**src/common/swpc_pkg.sv**
```systemverilog
package swpc_pkg;
  // Power modes seen by the controller side
  typedef enum logic [1:0] {
    SWPC_RUN = 2'h0,
    SWPC_STANDBY = 2'h1,
    SWPC_DORMANT = 2'h2,
    SWPC_SHUTDOWN = 2'h3
  } swpc_mode_type;

  // Device sequencer states, one-hot
  typedef enum logic [4:0] {
    SWPC_S_RUN = 5'h01,
    SWPC_S_DRAIN = 5'h02,
    SWPC_S_STANDBY = 5'h04,
    SWPC_S_SLAVE = 5'h08,
    SWPC_S_WAKE = 5'h10
  } swpc_state_type;

  localparam logic [1:0] SWPC_MODE_RESET = 2'h0;
  localparam logic [1:0] SWPC_MODE_RUN = 2'h0;
endpackage : swpc_pkg

```
**src/common/swpc_if.sv**
```systemverilog
`timescale 1ns/1ps
// Link between the processor power logic and the power management controller
interface swpc_if;
  logic standbyIndicator;
  logic modeReqValid;
  logic [1:0] modeReq;
  logic activeLowReset;
  logic powerOn;
  modport device (output standbyIndicator, output modeReqValid, output modeReq,
    input activeLowReset, input powerOn);
  modport controller (input standbyIndicator, input modeReqValid, input modeReq,
    output activeLowReset, output powerOn);
endinterface : swpc_if

```
**src/design/swpc_device.sv**
```systemverilog
`timescale 1ns/1ps
module swpc_device (
  input wire logic core_clk,
  input wire logic rst,
  swpc_if.device link,
  input wire logic waitForInterruptInstr,
  input wire logic memAccessPending,
  input wire logic [7:0] irqLines,
  input wire logic externalDebugRequest,
  input wire logic debugBusHalt,
  input wire logic slaveTxnValid,
  input wire logic slaveTxnDone,
  input wire logic modeWrite,
  input wire logic [1:0] modeWriteData,
  output logic coreClkEnable,
  output logic wfiDone,
  output logic inStandby
);
  import swpc_pkg::*;

  // ----------------------------------------
  // Input synchronisers (pins from outside)
  // ----------------------------------------
  logic [$bits(irqLines)-1:0] irqSyncd;
  logic [1:0] dbgRaw;
  logic [1:0] dbgMeta_q;
  logic [1:0] dbgSync_q;
  genvar gi;

  // One two-flop chain per interrupt line; the lines are only ORed after
  // the second flop, so no gate can glitch into a first stage
  generate
    for (gi = 0; gi < $bits(irqLines); gi++) begin : g_irqSync
      logic meta_q;
      logic sync_q;
      always_ff @(posedge core_clk or posedge rst) begin
        if (rst) begin
          meta_q <= 1'h0;
          sync_q <= 1'h0;
        end else begin
          meta_q <= irqLines[gi];
          sync_q <= meta_q;
        end
      end
      assign irqSyncd[gi] = sync_q; // Only the second flop is read
    end
  endgenerate

  // Pin request and bus halt travel side by side
  assign dbgRaw = {externalDebugRequest, debugBusHalt};

  // Two flops for the debug levels; both idle low, so no false wake
  // follows the release of reset
  always_ff @(posedge core_clk or posedge rst) begin
    if (rst) begin
      dbgMeta_q <= 2'h0;
      dbgSync_q <= 2'h0;
    end else begin
      dbgMeta_q <= dbgRaw;
      dbgSync_q <= dbgMeta_q;
    end
  end

  // ----------------------------------------
  // Wake decode
  // ----------------------------------------
  logic irqSeen;
  logic debugWake;
  logic resetReq;
  logic sourceWake;
  logic wake;

  // Interrupt and debug wake need a powered core; the reset line is
  // launched by a flop on this same clock and so needs no chain
  assign irqSeen = |irqSyncd; // Mask state is never consulted
  assign debugWake = |dbgSync_q; // Debug enable is not checked
  assign resetReq = ~link.activeLowReset; // Reset also leaves Standby
  assign sourceWake = (irqSeen | debugWake) & link.powerOn;
  assign wake = sourceWake | resetReq;

  // ----------------------------------------
  // Sequencer
  // ----------------------------------------
  swpc_state_type state_q, state_d;

  // Next state of the sequencer
  always_comb begin
    state_d = state_q;
    case (state_q)
      SWPC_S_RUN: begin
        if (waitForInterruptInstr) begin
          state_d = SWPC_S_DRAIN; // Only the wait instruction enters
        end
      end
      SWPC_S_DRAIN: begin
        if (!memAccessPending) begin
          state_d = SWPC_S_STANDBY; // Barrier complete
        end
      end
      SWPC_S_STANDBY: begin
        if (wake) begin
          state_d = SWPC_S_WAKE;
        end else if (slaveTxnValid) begin
          state_d = SWPC_S_SLAVE;
        end
      end
      SWPC_S_SLAVE: begin
        if (slaveTxnDone) begin
          state_d = SWPC_S_STANDBY; // Back to Standby, not Run
        end
      end
      SWPC_S_WAKE: begin
        state_d = SWPC_S_RUN;
      end
      default: begin
        state_d = SWPC_S_RUN;
      end
    endcase
  end

  // ----------------------------------------
  // Registers and outputs
  // ----------------------------------------
  logic [1:0] mode_q;
  logic [1:0] mode_d;
  logic reqValid_q;
  logic clkEn_q;
  logic clkEn_d;
  logic standby_q;
  logic standby_d;
  logic done_q;
  logic done_d;
  logic inSb_q;
  logic inSb_d;

  // Next values; the clock gate and the indicator share one decode so
  // the indicator can never rise while the core clock still runs
  assign mode_d = modeWrite ? modeWriteData : mode_q;
  assign clkEn_d = (state_d != SWPC_S_STANDBY); // Run and slave service clocked
  assign standby_d = (state_d == SWPC_S_STANDBY); // Also for shutdown wait
  assign done_d = (state_q == SWPC_S_WAKE); // Resume only after restart
  assign inSb_d = (state_d == SWPC_S_STANDBY) || (state_d == SWPC_S_SLAVE);

  // Sequencer state
  always_ff @(posedge core_clk or posedge rst) begin
    if (rst) begin
      state_q <= SWPC_S_RUN;
    end else begin
      state_q <= state_d;
    end
  end

  // Mode request held for the controller, valid strobe one cycle after each modeWrite cycle
  always_ff @(posedge core_clk or posedge rst) begin
    if (rst) begin
      mode_q <= SWPC_MODE_RESET;
      reqValid_q <= 1'h0;
    end else begin
      mode_q <= mode_d;
      reqValid_q <= modeWrite; // Ordered mapped access forwarded
    end
  end

  // Clock gate and standby indicator
  always_ff @(posedge core_clk or posedge rst) begin
    if (rst) begin
      clkEn_q <= 1'h1;
      standby_q <= 1'h0;
    end else begin
      clkEn_q <= clkEn_d;
      standby_q <= standby_d;
    end
  end

  // Resume pulse and standby level
  always_ff @(posedge core_clk or posedge rst) begin
    if (rst) begin
      done_q <= 1'h0;
      inSb_q <= 1'h0;
    end else begin
      done_q <= done_d;
      inSb_q <= inSb_d;
    end
  end

  // Ports come straight from the flops above
  assign coreClkEnable = clkEn_q;
  assign wfiDone = done_q;
  assign inStandby = inSb_q;
  assign link.standbyIndicator = standby_q;
  assign link.modeReqValid = reqValid_q;
  assign link.modeReq = mode_q;
endmodule : swpc_device

```
**src/flat_wrapper.sv**
```systemverilog
// flat-port wrapper written by rule: the top's interface ports become plain ports
module swpc_device_flat import swpc_pkg::*;
  (core_clk, rst, waitForInterruptInstr, memAccessPending, irqLines, externalDebugRequest, debugBusHalt, slaveTxnValid, slaveTxnDone, modeWrite, modeWriteData, coreClkEnable, wfiDone, inStandby, link_standbyIndicator, link_modeReqValid, link_modeReq, link_activeLowReset, link_powerOn);
  swpc_if link_i ();
  input wire logic core_clk;
  input wire logic rst;
  input wire logic waitForInterruptInstr;
  input wire logic memAccessPending;
  input wire logic [7:0] irqLines;
  input wire logic externalDebugRequest;
  input wire logic debugBusHalt;
  input wire logic slaveTxnValid;
  input wire logic slaveTxnDone;
  input wire logic modeWrite;
  input wire logic [1:0] modeWriteData;
  output logic coreClkEnable;
  output logic wfiDone;
  output logic inStandby;
  output wire logic [$bits(link_i.standbyIndicator)-1:0] link_standbyIndicator;
  output wire logic [$bits(link_i.modeReqValid)-1:0] link_modeReqValid;
  output wire logic [$bits(link_i.modeReq)-1:0] link_modeReq;
  input wire logic [$bits(link_i.activeLowReset)-1:0] link_activeLowReset;
  input wire logic [$bits(link_i.powerOn)-1:0] link_powerOn;
  assign link_standbyIndicator = link_i.standbyIndicator;
  assign link_modeReqValid = link_i.modeReqValid;
  assign link_modeReq = link_i.modeReq;
  assign link_i.activeLowReset = link_activeLowReset;
  assign link_i.powerOn = link_powerOn;
  swpc_device u_core (.core_clk(core_clk), .rst(rst), .link(link_i), .waitForInterruptInstr(waitForInterruptInstr), .memAccessPending(memAccessPending), .irqLines(irqLines), .externalDebugRequest(externalDebugRequest), .debugBusHalt(debugBusHalt), .slaveTxnValid(slaveTxnValid), .slaveTxnDone(slaveTxnDone), .modeWrite(modeWrite), .modeWriteData(modeWriteData), .coreClkEnable(coreClkEnable), .wfiDone(wfiDone), .inStandby(inStandby));
endmodule
```
**config.mk**
```make
export PLATFORM = sky130hd
export DESIGN_NAME = swpc_device_flat
export DESIGN_NICKNAME = d
export VERILOG_FILES = /design/src/common/swpc_pkg.sv /design/src/common/swpc_if.sv /design/src/design/swpc_device.sv /design/src/flat_wrapper.sv
export SDC_FILE = /design/constraint.sdc
export NUM_CORES = 1
export LEC_CHECK = 0
export BUFFER_PORTS_ARGS = -buffer_cell sky130_fd_sc_hd__buf_4
export CORE_MARGIN = 2
export CORE_UTILIZATION = 50
export CTS_CLUSTER_DIAMETER = 50
export DETAILED_ROUTE_END_ITERATION = 8
export HOLD_SLACK_MARGIN = 0.15
export PLACE_DENSITY_LB_ADDON = 0.1
export SYNTH_ARGS = -nofsm -noshare
export SYNTH_HDL_FRONTEND = slang
export SYNTH_SLANG_ARGS = --single-unit
```
**constraint.sdc**
```tcl
create_clock -name core_clk -period 1.8 [get_ports core_clk]
set_input_delay 0 -clock core_clk [delete_from_list [all_inputs] [get_ports core_clk]]
set_output_delay 0 -clock core_clk [all_outputs]
set_load 0.05 [all_outputs]
```
==> out/metrics.yaml <==
synth.mux.area_fraction: 0.0301
final_area_sq_um: 1600
dpl.cell_count: 126
grt_overflow_total: 0
n_fill_cell: 137
ys_seq_elements: 32
hold_class: "in -> async"
insertedDiodeCount: 0
areaGrowthSynthToFinish_pct: 48.4
cts_num_sinks: 32
grt_pass1_wl_mm: 3.86
ys_seq_area_frac: 0.743
period_share: 0.962
core_area_sq_um: 2000
insertion_delay_ns: 0.32
rsz0062_at_grt: "no"
dr.pass1.iters: 4
synthSimpleGateAreaFrac: 0.130
cp_slowest_stage_delay_ns: 0.60
status: "complete, no violations"
chipWidth_um: 50.5
gp_congestion: 0.692
synthAdderAreaFrac: 0
setup_tns_ns: 0
instances_no_fill: 155
grt_max_degree: 33
synth_compound_area_frac: 0.0822
track_usage: 0.222
initialDrtViolationCount: 2
seq_area_sq_um: 803
synth_edf_count: 0
syn_area_per_cell_sq_um: 15.0
wl_per_cell_um: 14.6
portBuffers: 27
ys_top_cells_by_count: "dfrtp_1 (30), nor3_1 (5), inv_1 (3)"
cp-start-kind: "flop"
crit_arrival_ns: 1.93
num_rows: 16
path_clk_slew_ns: 0.09
hold_slack_ns: 0.326
max_slew_margin: 0.742
yosys_most_used_dff: "dfrtp_1"
vias: 769
synthTopCellsByArea: "dfrtp_1 (69%), dfstp_2 (4.9%), nor3_1 (2.3%)"
worst_slew_pin_slew_ns: 0.387
ioPinCount: 28
drive_above_1_share: 0.367
max-vdd-ir-drop_mv: 0.701
cts_buffers: 5
die-area_sq_um: 2550
critical_path.slowest_cell: "dlygate4sd3_1"
final_nets: 148
ys_types: 30
maxCapViolCount: 0
cts_tree: "built"
setup_viol: 0
via_per_inst: 4.96
cts_root_buf: "clkbuf_4"
max_freq_ghz: 0.577
post-route-min-period_ns: 1.73
dpl-instance-area_sq_um: 1320
synth_fp_nets: 93
synth_top_family_by_area: "simple AND/OR/NAND/NOR gates"
cts-htree-levels: 2
ant_nets: 0
final_core_util: 0.801
finalHoldViolCount: 0
grt_pass1_vias: 900
synth_area_sq_um: 1080
fp.dieH_um: 50.5
dp_hpwl_mm: 1.26
end_kind: "flop"
cts_buffer_depth: 2
post-synth-top-count-cell: "dfrtp_1"
multi_input_area_sq_um: 262
antenna_found_initial: 0
power.density_nw_per_um2: 1040
skew_ns: 0.00812
initial_core_util: 0.540
synthArstFlopShare: 1.00
wirelength_mm: 2.27
synth_top_cell_by_area: "dfrtp_1"
worstSetupPathType: "reg -> reg"
finalMaxSlewViolations: 0
drc: 0
ys_warn_count: 0
netlist.area_leader.share: 0.694
postCtsResizedCells: 0
synth-xor-area-share: 0
worstPathCellList: "nor4_1 > a32oi_1 > dlygate4sd3_1 > nor3b_1"
crit_fanout: 3
crit_required_ns: 2.00
power.leakage_nw: 0.749
syn_inst: 72
layer usage:
| metal | global-route usage | vias up | part of all wire |
|---|---|---|---|
| met3 | 0.0685 | 8 | 0.043 |
| met1 | 0.218 | 371 | 0.36 |
| met4 | 0.149 | 0 | 0.036 |
| met2 | 0.395 | 28 | 0.56 |
| met5 | 0 | - | 0 |
| li1 | - | 362 | - |
state kept, by name (all words and copies together), names as in the netlist:
name	cells
u_core.coreClkEnable	1
u_core.link.standbyIndicator	1
u_core.link.modeReq	2
u_core.wfiDone	1
u_core.dbgMeta_q	2
u_core.g_irqSync.sync_q	8
u_core.dbgSync_q	2
u_core.state_q	5
u_core.g_irqSync.meta_q	8
u_core.inStandby	1
u_core.link.modeReqValid	1
final timing paths:
path,start,end,slack (ns),cells past startpoint
worst min register to register,u_core.g_irqSync[3].meta_q,u_core.g_irqSync[3].sync_q,0.35,0
worst max register to register,u_core.g_irqSync[6].sync_q,u_core.state_q[4],0.07,4
worst min-delay path,rst,u_core.g_irqSync[3].meta_q,0.33,4
min in group core_clk,debugBusHalt,u_core.dbgMeta_q[0],0.33,2
max in group asynchronous,rst,u_core.coreClkEnable,1.15,4
worst max-delay path,u_core.g_irqSync[6].sync_q,u_core.state_q[4],0.07,4
metrics by stage:
stage | total power, W | worst slack [ns]
6_report | 0.00167 | 0.0678
5_1_grt | 0.00177 | 0.00233
4_1_cts | 0.00169 | 0.0802
3_5_place_dp | 0.00114 | 0.318
3_3_place_gp | 0.00112 | 0.369
2_1_floorplan | 0.00103 | 0.443
timing repair:
item	CTS	global route
buffers inserted	0	1
hold endpoints to repair	51	0
hold buffers	20	0
endpoints found under the setup margin	0	1
logic make-up (layout without fill, tap and decap cells):
kind of cell	Yosys count	in the layout
flip-flops	32	32
AND/OR/NAND/NOR	21	21
AO/OA/AOI/OAI	12	12
buffers and inverters	4	60
multiplexers	3	3
layout by cell type (no fill, tap or decap), drive strengths merged, types with 2 or more instances in the layout:
cell,n
nor3,6
dfstp,2
a21o,3
nand2,3
nor4,2
clkbuf,6
mux2,2
nor3b,2
dlygate4sd3,20
dfrtp,30
o21ai,3
inv,3
buf,29
area by class of cell:
| type | count | share of cell area |
|---|---|---|
| clock buffer | 6 | 0.0257 |
| clock inverter | 2 | 0.0218 |
| inverter | 3 | 0.00702 |
| multi-input combinational | 36 | 0.163 |
| sequential | 32 | 0.501 |
| tap | 27 | 0.0211 |
| timing repair buffer | 49 | 0.261 |
report_power, final:
group / internal [W] / switching [W] / leakage (nW)
Combinational: 0.000162 / 0.000153 / 0.321
Clock: 0.000291 / 0.000220 / 0.0422
Sequential: 0.000787 / 0.0000599 / 0.385
Total: 0.00124 / 0.000433 / 0.749
critical path, delay by kind of cell, from the launching register on:
kind | cells | cell delay, ns
AO/OA/AOI/OAI | 1 | 0.19
flip-flops | 1 | 0.37
buffers and inverters | 1 | 0.60
AND/OR/NAND/NOR | 2 | 0.45
No activity file was read; power rests on OpenSTA's default activity.
